==> src/hdl/stream_err_pkg.sv <==
// Package of constants for the streaming read error report block
// Function
// - Continuous-read bit keeps transfer going on errors
// - Sector number, select low, gives bits 7:0
// - Sector number, select high, gives bits 31:24
// - Cylinder low gives bits 15:8 or 39:32
// - Cylinder high gives bits 23:16 or 47:40
// - Time-limit-out error bit 0 set on expiry
// - Stream-error status bit 5 on continuous-read errors
// - Reported address is first sector in error
// - Sector count holds suspect consecutive sector count
// - Continuous mode: stream error, error bit cleared, log
package stream_err_pkg;
    // Task-file register indices
    localparam logic [2:0] ADDR_ERROR = 3'h1;
    localparam logic [2:0] ADDR_FEATURE = 3'h1;
    localparam logic [2:0] ADDR_COUNT = 3'h2;
    localparam logic [2:0] ADDR_SECNUM = 3'h3;
    localparam logic [2:0] ADDR_CYL_LO = 3'h4;
    localparam logic [2:0] ADDR_CYL_HI = 3'h5;
    localparam logic [2:0] ADDR_CONTROL = 3'h6;
    localparam logic [2:0] ADDR_STATUS = 3'h7;
    // Field positions
    localparam int RC_BIT = 6;
    localparam int HOB_BIT = 7;
    localparam int SE_BIT = 5;
    localparam int ERR_BIT = 0;
    localparam int RDY_BIT = 6;
    localparam int BSY_BIT = 7;
    localparam int CCTO_BIT = 0;
    localparam int ABRT_BIT = 2;
    localparam int IDNF_BIT = 4;
    localparam int UNC_BIT = 6;
    localparam int CRC_BIT = 7;
    // Reset values
    localparam logic [7:0] BYTE_RST = 8'h00;
    localparam logic [47:0] LBA_RST = 48'h000000000000;
    localparam logic [15:0] COUNT_RST = 16'h0000;
endpackage

==> src/hdl/tf_byte_pair.sv <==
// Current/previous byte pair of one task-file register
`timescale 1ns/1ns
module tf_byte_pair (
    input wire logic clk,
    input wire logic srst,
    input wire logic wr,
    input wire logic [7:0] din,
    output logic [7:0] cur_reg,
    output logic [7:0] prev_reg
);
    // Each write pushes the old current byte into the previous slot
    always_ff @(posedge clk) begin
        if (srst) begin
            cur_reg <= stream_err_pkg::BYTE_RST;
            prev_reg <= stream_err_pkg::BYTE_RST;
        end else if (wr) begin
            prev_reg <= cur_reg;
            cur_reg <= din;
        end
    end
endmodule

==> src/hdl/stream_read_error_report.sv <==
// Streaming read error report: task file capture and ending results
//
// Implementation choices: the strobed register port and the address map.
`timescale 1ns/1ns
module stream_read_error_report (
    input wire logic clk,
    input wire logic srst,
    input wire logic [2:0] addr,
    input wire logic [7:0] wdata,
    input wire logic wr_stb,
    input wire logic rd_stb,
    output logic [7:0] rdata,
    input wire logic cmd_start,
    input wire logic sector_err,
    input wire logic sector_done,
    input wire logic [4:0] err_kind,
    input wire logic time_expired,
    input wire logic cmd_done,
    output logic [47:0] start_lba,
    output logic cont_read,
    output logic stop_xfer,
    output logic busy,
    output logic [7:0] err_log
);
    ///////////////////////////////////////////////////////////////////////
    // Task-file bytes
    logic [7:0] sn_cur, sn_prev; // Sector number pair
    logic [7:0] cl_cur, cl_prev; // Cylinder low pair
    logic [7:0] ch_cur, ch_prev; // Cylinder high pair
    // Only the current feature byte matters here; its previous byte carries the
    // time limit, which is counted outside this block, so it is left unconnected
    logic [7:0] ft_cur;
    logic hob_reg; // High-order byte select
    tf_byte_pair u_sn (.clk(clk), .srst(srst), .wr(wr_stb && addr == stream_err_pkg::ADDR_SECNUM),
        .din(wdata), .cur_reg(sn_cur), .prev_reg(sn_prev));
    tf_byte_pair u_cl (.clk(clk), .srst(srst), .wr(wr_stb && addr == stream_err_pkg::ADDR_CYL_LO),
        .din(wdata), .cur_reg(cl_cur), .prev_reg(cl_prev));
    tf_byte_pair u_ch (.clk(clk), .srst(srst), .wr(wr_stb && addr == stream_err_pkg::ADDR_CYL_HI),
        .din(wdata), .cur_reg(ch_cur), .prev_reg(ch_prev));
    tf_byte_pair u_ft (.clk(clk), .srst(srst), .wr(wr_stb && addr == stream_err_pkg::ADDR_FEATURE),
        .din(wdata), .cur_reg(ft_cur), .prev_reg());

    // Control byte holds the high-order select
    // Only bit 7 is kept; the rest of the control byte belongs to other logic
    always_ff @(posedge clk) begin
        if (srst) begin
            hob_reg <= 1'b0;
        end else if (wr_stb && addr == stream_err_pkg::ADDR_CONTROL) begin
            hob_reg <= wdata[stream_err_pkg::HOB_BIT];
        end
    end

    ///////////////////////////////////////////////////////////////////////
    // Command capture at issue
    always_ff @(posedge clk) begin
        if (srst) begin
            start_lba <= stream_err_pkg::LBA_RST;
            cont_read <= 1'b0;
        end else if (cmd_start) begin
            start_lba <= {ch_prev, cl_prev, sn_prev, ch_cur, cl_cur, sn_cur};
            cont_read <= ft_cur[stream_err_pkg::RC_BIT];
        end
    end

    // Busy flag for the life of the command
    // A new issue wins over a same-cycle end, so a back-to-back command is not lost
    always_ff @(posedge clk) begin
        if (srst) begin
            busy <= 1'b0;
        end else if (cmd_start) begin
            busy <= 1'b1;
        end else if (cmd_done || stop_xfer) begin
            busy <= 1'b0;
        end
    end

    ///////////////////////////////////////////////////////////////////////
    // Error tracking
    logic [47:0] cur_lba_reg; // Address of the sector now in flight
    logic [47:0] err_lba_reg; // First failing address
    logic [15:0] err_cnt_reg; // Suspect run length
    logic run_open_reg; // Run still contiguous
    logic seen_err_reg; // First error already recorded this command
    logic se_reg; // Stream-error status bit
    logic err_reg; // Error status bit
    logic [7:0] err_bits_reg; // Error register image

    // Sector address walks forward each finished sector
    // Wraps silently at the top of the address space; a host never asks for that
    always_ff @(posedge clk) begin
        if (srst) begin
            cur_lba_reg <= stream_err_pkg::LBA_RST;
        end else if (cmd_start) begin
            cur_lba_reg <= {ch_prev, cl_prev, sn_prev, ch_cur, cl_cur, sn_cur};
        end else if (busy && sector_done) begin
            cur_lba_reg <= cur_lba_reg + 48'h1;
        end
    end

    // First error address and consecutive suspect count
    // Only the first run is counted; errors after a clean sector leave it alone
    always_ff @(posedge clk) begin
        if (srst) begin
            err_lba_reg <= stream_err_pkg::LBA_RST;
            err_cnt_reg <= stream_err_pkg::COUNT_RST;
            run_open_reg <= 1'b0;
            seen_err_reg <= 1'b0;
        end else if (cmd_start) begin
            err_cnt_reg <= stream_err_pkg::COUNT_RST;
            run_open_reg <= 1'b0;
            seen_err_reg <= 1'b0;
        end else if (busy && sector_done) begin
            if (sector_err && !seen_err_reg) begin
                err_lba_reg <= cur_lba_reg;
                err_cnt_reg <= 16'h0001;
                run_open_reg <= 1'b1;
                seen_err_reg <= 1'b1;
            end else if (sector_err && run_open_reg) begin
                err_cnt_reg <= err_cnt_reg + 16'h0001;
            end else begin
                run_open_reg <= 1'b0; // A clean sector ends the run
            end
        end
    end

    // Ending status and error log
    always_ff @(posedge clk) begin
        if (srst) begin
            se_reg <= 1'b0;
            err_reg <= 1'b0;
            err_bits_reg <= stream_err_pkg::BYTE_RST;
            err_log <= stream_err_pkg::BYTE_RST;
            stop_xfer <= 1'b0;
        end else if (cmd_start) begin
            se_reg <= 1'b0;
            err_reg <= 1'b0;
            err_bits_reg <= stream_err_pkg::BYTE_RST;
            stop_xfer <= 1'b0;
        end else if (busy) begin
            stop_xfer <= 1'b0;
            if (time_expired) begin
                // Expiry always ends the command, even in continuous mode
                stop_xfer <= 1'b1;
                if (cont_read) begin
                    se_reg <= 1'b1;
                    err_log[stream_err_pkg::CCTO_BIT] <= 1'b1;
                end else begin
                    err_reg <= 1'b1;
                    err_bits_reg[stream_err_pkg::CCTO_BIT] <= 1'b1;
                end
            end else if (sector_done && sector_err) begin
                if (cont_read) begin
                    se_reg <= 1'b1;
                    err_log <= err_log | {err_kind[4], err_kind[3], 1'b0, err_kind[2], 1'b0,
                        err_kind[1], 1'b0, err_kind[0]};
                end else begin
                    // Normal mode aborts on the first error
                    err_reg <= 1'b1;
                    stop_xfer <= 1'b1;
                    err_bits_reg <= {err_kind[4], err_kind[3], 1'b0, err_kind[2], 1'b0,
                        err_kind[1], 1'b0, err_kind[0]};
                end
            end
        end
    end

    ///////////////////////////////////////////////////////////////////////
    // Register read port, data valid the cycle after the strobe
    // Idle cycles read zero so a stale byte is never mistaken for fresh data
    always_ff @(posedge clk) begin
        if (srst) begin
            rdata <= stream_err_pkg::BYTE_RST;
        end else if (rd_stb) begin
            case (addr)
                stream_err_pkg::ADDR_ERROR: rdata <= err_bits_reg;
                stream_err_pkg::ADDR_COUNT: rdata <= hob_reg ? err_cnt_reg[15:8] : err_cnt_reg[7:0];
                stream_err_pkg::ADDR_SECNUM: rdata <= hob_reg ? err_lba_reg[31:24] : err_lba_reg[7:0];
                stream_err_pkg::ADDR_CYL_LO: rdata <= hob_reg ? err_lba_reg[39:32] : err_lba_reg[15:8];
                stream_err_pkg::ADDR_CYL_HI: rdata <= hob_reg ? err_lba_reg[47:40] : err_lba_reg[23:16];
                stream_err_pkg::ADDR_STATUS: rdata <= {busy, !busy, se_reg, 4'h0, err_reg};
                default: rdata <= stream_err_pkg::BYTE_RST;
            endcase
        end else begin
            rdata <= stream_err_pkg::BYTE_RST;
        end
    end

    ///////////////////////////////////////////////////////////////////////
    // Checks
    // Read data are compared with the state seen at the strobe edge, hence $past
    a_lba_capture: assert property (@(posedge clk) disable iff (srst)
        cmd_start |=> start_lba == {$past(ch_prev), $past(cl_prev), $past(sn_prev),
            $past(ch_cur), $past(cl_cur), $past(sn_cur)}) else $error("start address wrong");
    a_rc_no_stop: assert property (@(posedge clk) disable iff (srst)
        busy && cont_read && !time_expired && !cmd_start |=> !stop_xfer) else $error("continuous stopped");
    a_secnum_low: assert property (@(posedge clk) disable iff (srst)
        rd_stb && addr == 3'h3 && !hob_reg |=> rdata == $past(err_lba_reg[7:0])) else $error("secnum low");
    a_secnum_high: assert property (@(posedge clk) disable iff (srst)
        rd_stb && addr == 3'h3 && hob_reg |=> rdata == $past(err_lba_reg[31:24])) else $error("secnum high");
    a_cyl_lo_read: assert property (@(posedge clk) disable iff (srst)
        rd_stb && addr == 3'h4 |=> rdata == ($past(hob_reg) ? $past(err_lba_reg[39:32])
            : $past(err_lba_reg[15:8]))) else $error("cyl low");
    a_cyl_hi_read: assert property (@(posedge clk) disable iff (srst)
        rd_stb && addr == 3'h5 |=> rdata == ($past(hob_reg) ? $past(err_lba_reg[47:40])
            : $past(err_lba_reg[23:16]))) else $error("cyl high");
    a_ccto_set: assert property (@(posedge clk) disable iff (srst)
        busy && time_expired && !cont_read && !cmd_start |=> err_bits_reg[0] && stop_xfer) else $error("ccto");
    a_se_set: assert property (@(posedge clk) disable iff (srst)
        busy && cont_read && sector_done && sector_err && !cmd_start |=> se_reg && !err_reg) else $error("se");
    a_first_addr: assert property (@(posedge clk) disable iff (srst)
        busy && sector_done && sector_err && !seen_err_reg && !cmd_start
            |=> err_lba_reg == $past(cur_lba_reg) && err_cnt_reg == 16'h0001) else $error("first addr");
    a_run_grow: assert property (@(posedge clk) disable iff (srst)
        busy && sector_done && sector_err && run_open_reg && !cmd_start
            |=> err_cnt_reg == $past(err_cnt_reg) + 16'h0001) else $error("count");
    a_rc_log: assert property (@(posedge clk) disable iff (srst)
        busy && cont_read && time_expired && !cmd_start |=> err_log[0] && se_reg && !err_reg) else $error("log");
    // Continuous mode never raises the error bit nor fills the error register
    a_rc_err_clear: assert property (@(posedge clk) disable iff (srst)
        cont_read |-> !err_reg && err_bits_reg == stream_err_pkg::BYTE_RST) else $error("error bit in continuous");
    // Main scenarios the bench is meant to reach
    c_rc_error: cover property (@(posedge clk) busy && cont_read && sector_err && sector_done);
    c_timeout: cover property (@(posedge clk) busy && time_expired);
    c_hob_read: cover property (@(posedge clk) rd_stb && hob_reg && addr == 3'h3);
    c_run_grow: cover property (@(posedge clk) busy && sector_done && sector_err && run_open_reg);
    c_normal_abort: cover property (@(posedge clk) busy && !cont_read && sector_done && sector_err);
endmodule

==> config.mk <==
export PLATFORM = sky130hd
export DESIGN_NAME = stream_read_error_report
export DESIGN_NICKNAME = d
export VERILOG_FILES = /design/src/hdl/stream_err_pkg.sv /design/src/hdl/tf_byte_pair.sv /design/src/hdl/stream_read_error_report.sv
export SDC_FILE = /design/constraint.sdc
export NUM_CORES = 1
export LEC_CHECK = 0
export BUFFER_PORTS_ARGS = -buffer_cell sky130_fd_sc_hd__buf_4
export CAP_MARGIN = 40
export CORE_MARGIN = 8
export CORE_UTILIZATION = 40
export CTS_CLUSTER_DIAMETER = 50
export DETAILED_ROUTE_END_ITERATION = 7
export SYNTH_ARGS = -nofsm -noshare
export SYNTH_HDL_FRONTEND = slang
export SYNTH_SLANG_ARGS = --single-unit
==> constraint.sdc <==
create_clock -name clk -period 2 [get_ports clk]
set_input_delay 0.4 -clock clk [delete_from_list [all_inputs] [get_ports clk]]
set_output_delay 0.4 -clock clk [all_outputs]
set_load 0.01 [all_outputs]
Yosys cells after proc, flatten, opt, wreduce, memory -nomap -nowiden

Cells that the tools add are included.

Bits in registers: 244
Input bits: 25
Output and inout port bits: 67
Word-level logic and storage cells: 96

Add/subtract/negate cells: 2
Equal/unequal tests: 8
Mux-type cells: 30
Bitwise gates (word level): 5
Reductions and logical operators: 27

Operators by type and width:

| cell                                                                  | count |
|---|---|
| 48-bit 2-to-1 mux                                                     | 2 |
| 48-bit by 1-bit adder with 48-bit output, second input constant       | 1 |
| 8-bit case mux with 6 select lines                                    | 1 |
| 16-bit 2-to-1 mux                                                     | 2 |
| 8-bit 2-to-1 mux                                                      | 4 |
| 1-bit 2-to-1 mux                                                      | 21 |
| 16-bit by 1-bit adder with 16-bit output, second input constant       | 1 |
| 3-bit equality test, second input constant                            | 4 |
| 1-bit logical AND                                                     | 9 |
| 8-bit bitwise OR                                                      | 1 |
| 2-bit AND reduction                                                   | 4 |
| 4-bit AND reduction                                                   | 2 |
| 2-bit nonzero test                                                    | 4 |
| 3-bit by 2-bit equality test with 1-bit output, second input constant | 2 |
| 3-bit AND reduction                                                   | 2 |
| 5-bit AND reduction                                                   | 1 |
| 1-bit NOT                                                             | 4 |
| 2-bit OR reduction                                                    | 2 |
| 3-bit by 1-bit equality test with 1-bit output, second input constant | 1 |
| 1-bit zero test                                                       | 2 |
| 2-bit != test, second input constant                                  | 1 |
| 1-bit logical OR                                                      | 1 |

Logic depth before layout (Yosys ltp)

Gate-level depths: netlist of run 1.

Depth in word-level cells: 4
Depth in mapped cells: 8
Mapped depth without buffers: 6

Modules after synthesis

A second synthesis of run 1 with hierarchy kept.

Cells, all modules: 1,194
Area total of the unflattened synthesis: 10,671.5 um2

Modules (own cells, without submodules):

| module                   | times used | cells an instance | area each (um2) | seq. area each (um2) |
|---|---|---|---|---|
| stream_read_error_report | 1          | 986               | 8,349.3         | 3,723.6 |
| tf_byte_pair             | 4          | 52                | 580.6           | 320.3 |

Worst setup path before layout of run 1

Ideal clock, no wire load.

Path type: input to register
From: input port addr[2]
To: register u_ch.cur_reg[4]
Setup time: 70 ps
Arrival: 1,775 ps
Data required time: 1,930 ps
Path slack: 154 ps
Cell stages on the path: 7
Path buffers: 3
Path through: clkbuf_1 -> nor2b_1 -> and3_1 -> clkbuf_1 -> clkbuf_1 -> nand2_1 -> a21oi_1

Word-level cells in the longest chain between the ends: 2

Ends and longest elaborated chain:

| item                   | line                           | RTL |
|---|---|---|
| start: declaration     | stream_read_error_report.sv:8  | `input wire logic [2:0] addr,` |
| 3-bit equality test    | stream_read_error_report.sv:38 | `tf_byte_pair u_ch (.clk(clk), .srst(srst), .wr(wr_stb && addr == stream_err_pkg::ADDR_CYL_HI),` |
| 1-bit logical AND      | stream_read_error_report.sv:38 |  |
| end signal: assignment | tf_byte_pair.sv:14             | `cur_reg <= stream_err_pkg::BYTE_RST;` |
| end signal: assignment | tf_byte_pair.sv:18             | `cur_reg <= din;` |
| end: declaration       | tf_byte_pair.sv:8              | `output logic [7:0] cur_reg,` |

No other way between the ends.
A chain may end at the register's enable or synchronous reset.

Final worst setup path of run 1

From: register busy
To: register cur_lba_reg[41]

Word-level cells in the longest chain between the ends: 2

Ends and longest elaborated chain:

| item                                | line                           | RTL |
|---|---|---|
| start: declaration                  | stream_read_error_report.sv:22 | `output logic busy,` |
| start signal: assignment            | stream_read_error_report.sv:69 | `busy <= 1'b0;` |
| start signal: assignment            | stream_read_error_report.sv:71 | `busy <= 1'b1;` |
| start signal: assignment            | stream_read_error_report.sv:73 | `busy <= 1'b0;` |
| 1-bit logical AND                   | stream_read_error_report.sv:95 | `end else if (busy && sector_done) begin` |
| 2-bit nonzero test (no source line) | n/a                            |  |
| end signal: assignment              | stream_read_error_report.sv:92 | `cur_lba_reg <= stream_err_pkg::LBA_RST;` |
| end signal: assignment              | stream_read_error_report.sv:94 | `cur_lba_reg <= {ch_prev, cl_prev, sn_prev, ch_cur, cl_cur, sn_cur};` |
| end signal: assignment              | stream_read_error_report.sv:96 | `cur_lba_reg <= cur_lba_reg + 48'h1;` |
| end: declaration                    | stream_read_error_report.sv:79 | `logic [47:0] cur_lba_reg;` |

No other way between the ends.

==> results of run 1 <==
final cells by class:
type | count | area (µm²)
clock buffer | 31 | 743
clock inverter | 21 | 273
fill | 2490 | 12300
inverter | 7 | 26.3
multi-input combinational | 909 | 5150
sequential | 235 | 4710
tap | 330 | 413
timing repair buffer | 185 | 1470
what timing repair did:
item	in CTS	in global routing
buffers inserted	0	3
endpoints found under the setup margin	0	16
gates resized for setup	0	9
path summary, 6_finish.rpt:
| path | end | slack (ns) | depth (start not counted) |
|---|---|---|---|
| setup / recovery | cur_lba_reg[41] | 0.08 | 7 |
| hold reg to reg | err_lba_reg[17] | 0.46 | 2 |
| hold / removal | err_log[4] | 0.10 | 3 |
| setup reg to reg | cur_lba_reg[41] | 0.08 | 7 |
cells in the mapped netlist (4+ instances only):
| master | count | share of area (%) |
|---|---|---|
| nand4_1 | 32 | 2.0 |
| and3_1 | 16 | 0.98 |
| a211oi_1 | 17 | 1.3 |
| nor2b_1 | 5 | 0.31 |
| or3_1 | 4 | 0.25 |
| xnor2_1 | 28 | 2.4 |
| nand3_1 | 31 | 1.5 |
| buf_4 | 4 | 0.29 |
| buf_2 | 14 | 0.69 |
| buf_1 | 9 | 0.33 |
| and2_1 | 7 | 0.43 |
| nor3_1 | 12 | 0.59 |
| nor4_1 | 15 | 0.92 |
| dfxtp_1 | 235 | 46 |
| mux2i_1 | 70 | 6.9 |
| nand2_1 | 272 | 10 |
| o22ai_1 | 6 | 0.37 |
| xor2_1 | 16 | 1.4 |
| inv_1 | 6 | 0.22 |
| a21oi_1 | 136 | 6.7 |
| and4_1 | 13 | 1.1 |
| o21ai_0 | 21 | 1.0 |
| a221oi_1 | 5 | 0.43 |
| a22oi_1 | 10 | 0.74 |
| nor2_1 | 126 | 4.6 |
| clkbuf_1 | 61 | 2.2 |
| mux2_2 | 6 | 0.66 |
| nor4_2 | 4 | 0.49 |
power breakdown:
part	switching [W]	leakage (nW)	internal (W)
logic	0.000362	2.31	0.000208
clock network	0.00210	0.497	0.00337
registers	0.0000594	1.90	0.00473
cell usage in the layout, fill, tap and decap left out, types with 3 or more instances in the layout:
cell	count
mux2_2	6
nor3_1	12
inv_6	3
mux2i_1	70
o221ai_1	3
a21oi_1	136
nor3b_1	3
xor2_1	16
buf_12	6
dfxtp_1	234
nand2_1	272
conb_1	3
xnor2_1	28
or3_1	3
buf_4	178
clkinv_2	7
clkinvlp_4	3
inv_1	6
nor4_2	6
a211oi_1	17
and3_1	16
o211ai_1	3
and4_1	11
o21a_1	3
nand4_1	32
o22ai_1	6
nor2_1	125
nor4_1	12
bufinv_16	5
and2_1	7
nand3_1	31
nor2b_1	5
a221oi_1	5
o21ai_1	3
a22oi_1	10
a2111oi_0	3
o21ai_0	21
clkbuf_16	29
metrics by stage:
step | setup slack [ns] | util (%)
CTS | 0.0135 | 50.6
detailed placement | 0.0431 | 46.6
global route | 0.00337 | 50.9
finish | 0.0751 | 50.9
global placement | 0.0313 | 46.6
floorplan | 0.154 | -
layer usage:
| layer | vias to the layer above | global-route usage (%) |
|---|---|---|
| met3 | 47 | 3.18 |
| li1 | 4544 | - |
| met4 | 2 | 5.37 |
| met1 | 4338 | 28.1 |
| met5 | - | 0 |
| met2 | 284 | 31.7 |
kinds of logic after synthesis:
| group | Yosys count |
|---|---|
| AND/OR/NAND/NOR | 559 |
| flip-flops | 235 |
| AO/OA/AOI/OAI | 224 |
| buffers and inverters | 96 |
| multiplexers | 77 |
| XOR/XNOR | 44 |
| adder cells (fa/ha/maj) | 2 |
| other | 1 |
worst register-to-register path, delay by kind of cell (launching register included):
kind	cells	cell delay, ns
buf+inv	2	0.36
flops	1	0.47
simple gates	4	0.79
mux	1	0.17
==> run summary, run 1 <==
Fin crit period = 1.92 ns
Final count of negative-setup-slack endpoints = 0
Actual slew at the worst max-slew pin = 0.652 ns
Min-delay worst type = in -> reg
Placed cells = 1663
WL final = 32000 µm
CP delay by family, top = simple AND/OR/NAND/NOR gates
Vias in the first global route = 8713
Starting Density = 40.6%
H-tree depth = 1
Period utilization = 96.2%
Post-synth EDFFs = 0
Clk_lat worst skew = 0.53 ns
Power Total = 0.0108 W
Core area = 25100 µm²
DRC violations left = 0
CP max FO = 8
Fmax = 0.520 GHz
I/O pin cnt = 92
Ys async rst share = 0%
Status = finished clean
RSZ-0062 raised after global routing = false
Worst flop-to-flop path startpoint = busy
First drt pass iteration count = 5
Fin. Hold Viols = 0
Die ar. = 30900 µm²
Crit path largest cell delay = 0.47 ns
Hold Buf Count CTS = 0
Site row count = 58
Port Buffer Count = 88
TritonCTS clock tree = done
Final Cell Area = 12800 µm²
Overall global routing resource usage = 20.2%
Adder-Cell Fraction of Synth Area = 0.245%
Power per cell area = 848 nW/µm²
Setup CP Type = reg -> reg
Worst Setup End Kind = flop
Detail Route Antenna Nets = 0
WL met1 = 14900 µm
Vias = 9215
Reg clk slew, reported paths = 0.06 ns
Grt total ovfl = 0
Area Overhead vs Synth = 25.2%
Critical path cell sequence = and3_1 -> buf_4 -> nand2_1 -> nor4_1 -> buf_4 -> mux2i_1 -> nand3_1
Crit. Startpoint = busy
Fin Clk Skew = 0.0203 ns
Distinct cell type count after synthesis = 63
Cells after Synth = 1238
CP Launch Type = flop
Critical Path AT = 2.33 ns
Die W = 176 µm
CP required = 2.40 ns
Drt via density = 5.36
Hold slack = 0.104 ns
Max_slew headroom = 56.4%
Max_cap viols = 0
Share of post-route cells with drive strength above 1 = 19.4%
Largest net degree at the start of global routing = 91
Max IR drop VDD = 0.711 mV
Top layer used by detailed routing = met5
Syn Area/Cell = 8.24 µm²
Slowest-stage cell, CP = dfxtp_1
Initial antenna violation count = 1
Final Max Tran Viols = 0
CTS root buf = clkbuf_16
Total negative slack = 0 ns
Num CTS Buffers = 28
HP Start = err_kind[2]
Synth Warn # = 0
Routed len/inst = 18.6 µm
Final cell count without fillers = 1718
Placed cell areas = 11700 µm²
CP Buf/Inv Count = 2
CTS Buffer Depth = 3
Register bit total from synthesis = 235
Routed wl met2 = 14400 µm
Clock Sinks = 235
GPL Wtd Cong = 0.900
Iteration-0 DRC count of the detailed router = 826
Main combinational cell family by area after synthesis = simple AND/OR/NAND/NOR gates
Synth Flop Type = dfxtp_1
Post-Syn Area = 10200 µm²
XOR/XNOR Fraction of Synth Area = 3.78%
Final Net Count = 1393
First-pass GRT wire length = 50000 µm
Mux share of post-synthesis cell area = 7.75%
Die Span Y = 176 µm
Post-synthesis sequential area ratio = 46.1%
DP HPWL = 23700 µm
Static leakage = 4.71 nW
# diodes = 0
Length of routed met3 wiring = 2000 µm
Post-synthesis simple-gate area fraction = 25.4%
Synth Area in Compound Gates = 12.8%
Worst path most repeated cell = buf_4
Note: power is estimated with default switching activity, not from simulation.
==> inputs of run 2 (changes only) <==
==> constraint.sdc (replaced) <==
create_clock -name clk -period 1.94 [get_ports clk]
set_input_delay 0.388 -clock clk [delete_from_list [all_inputs] [get_ports clk]]
set_output_delay 0.388 -clock clk [all_outputs]
set_load 0.01 [all_outputs]
==> run 2 against run 1 <==
Against the previous run:
- final area grew 1.3%
- clock power grew 1%
- global-route usage grew 0.42 points
- maximum frequency grew 2.2%
- combinational power grew 6.1%
- core utilization grew 0.67 points
- die area is the same
- non-clock buffer count grew 18
- critical path type unchanged
- highest routed layer unchanged
==> run summary, run 2 (synthesis gave the netlist of run 1 again) <==
Status = finished clean
Core area = 25100 µm² (unchanged)
Iteration-0 DRC count of the detailed router = 845 (+2.3%)
HP Start = err_kind[4]
I/O pin cnt = 92 (unchanged)
DP HPWL = 24000 µm (+1.2%)
Worst Setup End Kind = flop
Routed len/inst = 18.8 µm (+1.1%)
First-pass GRT wire length = 51100 µm (+2.2%)
Port Buffer Count = 88 (unchanged)
Max_cap viols = 0 (unchanged)
Actual slew at the worst max-slew pin = 0.699 ns (+0.0467 ns)
Starting Density = 40.6% (unchanged)
Logic pwr share = 5.5% (+0.2 points)
GPL Wtd Cong = 0.948 (+5.3%)
CP required = 2.39 ns (about the same)
Die ar. = 30900 µm² (unchanged)
DRC violations left = 0 (unchanged)
Final Max Tran Viols = 0 (unchanged)
Fmax = 0.531 GHz (+2.2%)
Die W = 176 µm (unchanged)
CTS root buf = clkbuf_16
Final count of negative-setup-slack endpoints = 0 (unchanged)
Vias in the first global route = 8828 (+1.3%)
Num CTS Buffers = 28 (unchanged)
WL final = 32700 µm (+2.1%)
Max IR drop VDD = 0.590 mV (-17%)
Commonest non-fill, non-tap cell in the layout = nand2_1
Crit. Startpoint = cur_lba_reg[30]
Largest net degree at the start of global routing = 55 (-40%)
Worst flop-to-flop path startpoint = cur_lba_reg[30]
R2R depth = 5 (-2)
Critical Path AT = 2.34 ns (about the same)
Sw Share = 23.2% (-0.058 points)
Pint = 0.00850 W (+2.3%)
# diodes = 0 (unchanged)
Static leakage = 4.82 nW (+2.5%)
Clock Sinks = 235 (unchanged)
Vias = 9288 (+0.79%)
Clk network pwr share = 49.9% (-0.6 points)
CP max FO = 5 (-3)
WHS Path Cells = 3 (unchanged)
Max_slew headroom = 53.3% (-3.1 points)
Area Overhead vs Synth = 26.9%
Flop-to-flop setup slack = 0.06 ns (-0.02 ns)
CP delay by family, top = simple AND/OR/NAND/NOR gates
Min-delay worst type = in -> reg
Slowest-stage cell, CP = or3_4
Worst flop-to-flop path endpoint = cur_lba_reg[45]
Fin Clk Skew = 0.0176 ns (-0.00265 ns)
Share of post-route cells with drive strength above 1 = 21.1% (+1.7 points)
Total negative slack = 0 ns (unchanged)
Hold slack = 0.0828 ns (-0.0216 ns)
CP Launch Type = flop
Initial antenna violation count = 1 (unchanged)
Commonest cells after routing, fill and taps aside = nand2_1, dfxtp_1, buf_4
Detail Route Antenna Nets = 0 (unchanged)
Power per cell area = 855 nW/µm² (+0.86%)
Switch Pwr = 0.00257 W (+1.9%)
# fillers = 2452 (-1.5%)
First drt pass iteration count = 8 (+3)
Setup CP Type = reg -> reg
Fin. Hold Viols = 0 (unchanged)
Post-layout util = 51.6% (+0.67 points)
Die Span Y = 176 µm (unchanged)
Reg clk slew, reported paths = 0.06 ns (about the same)
Clk_lat worst skew = 0.54 ns (about the same)
Grt total ovfl = 0 (unchanged)
Drt via density = 5.35 (-0.25%)
WHS Endpoint = err_log[7]
Hold Buf Count CTS = 0 (unchanged)
TritonCTS clock tree = done
Crit path largest cell delay = 0.50 ns (+0.03 ns)
Period utilization = 97.1% (+0.82 points)
Critical path cell sequence = nand4_1 -> or3_4 -> nor4_4 -> mux2_2 -> o21ai_1
CP Buf/Inv Count = 0 (-2)
H-tree depth = 1 (unchanged)
Fin crit period = 1.88 ns (-0.0418 ns)
Final Net Count = 1411 (+1.3%)
Overall global routing resource usage = 20.6% (+0.42 points)
Site row count = 58 (unchanged)
Power Total = 0.0111 W (+2.2%)
Sequential Power Share = 44.6% (+0.4 points)
CTS Buffer Depth = 3 (unchanged)
==> run 2: changes by cell type in the layout (fill, tap and decap cells not counted), sizes merged <==
cell,delta
inv,-1
bufinv,-1
buf,+18
clkinv,-2
clkbuf,+4
==> run 2: metrics by stage <==
step	instances	area (µm²)	setup slack, ns
3_3_place_gp	1681	11800	-0.0546
5_1_grt	1736	12900	-0.00532
6_report	1736	12900	0.0569
2_1_floorplan	1240	10200	0.0956
4_1_cts	1733	12800	0.00504
3_5_place_dp	1681	11800	-0.0329
==> run 2: how the worst max path moves through the flow <==
| stage | to | slack, ns | depth (start not counted) |
|---|---|---|---|
| global placement | rdata[0] | -0.05 | 5 |
| finish | cur_lba_reg[45] | 0.06 | 5 |
| global route | cur_lba_reg[45] | -0.005 | 5 |
| CTS | cur_lba_reg[37] | 0.005 | 5 |
| detailed placement | cur_lba_reg[21] | -0.03 | 7 |
| floorplan | cur_lba_reg[45] | 0.1 | 6 |
==> run 2: layer usage <==
| layer | up-vias | GRT usage, % | part of all wire [%] |
|---|---|---|---|
| met1 | 4348 | 29.1 | 46 |
| met5 | - | 0 | 0.037 |
| met2 | 282 | 32.0 | 45 |
| li1 | 4585 | - | - |
| met3 | 71 | 2.98 | 5.9 |
| met4 | 2 | 5.69 | 2.7 |
==> run 2: layout make-up <==
type,count,area (µm²),share of cell area (%)
timing repair buffer,203,1580,12.2
multi-input combinational,909,5230,40.4
clock inverter,17,210,1.62
sequential,235,4710,36.4
clock buffer,35,778,6.01
tap,330,413,3.19
inverter,7,26.3,0.203
==> run 2: what timing repair did <==
item / 4_1_cts / 5_1_grt
endpoints found under the setup margin: 4 / 26
buffers inserted: 0 / 3
pin swaps: 0 / 6
gates cloned: 0 / 0
hold endpoints to repair: 0 / 0
resized for setup: 5 / 23
==> run 2: worst register-to-register path, stage by stage (launching register included) <==
cell and delay [ns]:
dfxtp_1 0.33, nand4_1 0.24, or3_4 0.51, nor4_4 0.29, mux2_2 0.36, o21ai_1 0.08
==> run 2: power by group through the flow <==
stage	logic (W)	registers, W	clock network [W]
final	0.000605	0.00494	0.00553
after global routing	0.000650	0.00494	0.00581
after CTS	0.000598	0.00493	0.00562
after detailed placement	0.000595	0.00504	0
after global placement	0.000598	0.00504	0
after floorplan	0.000327	0.00503	0
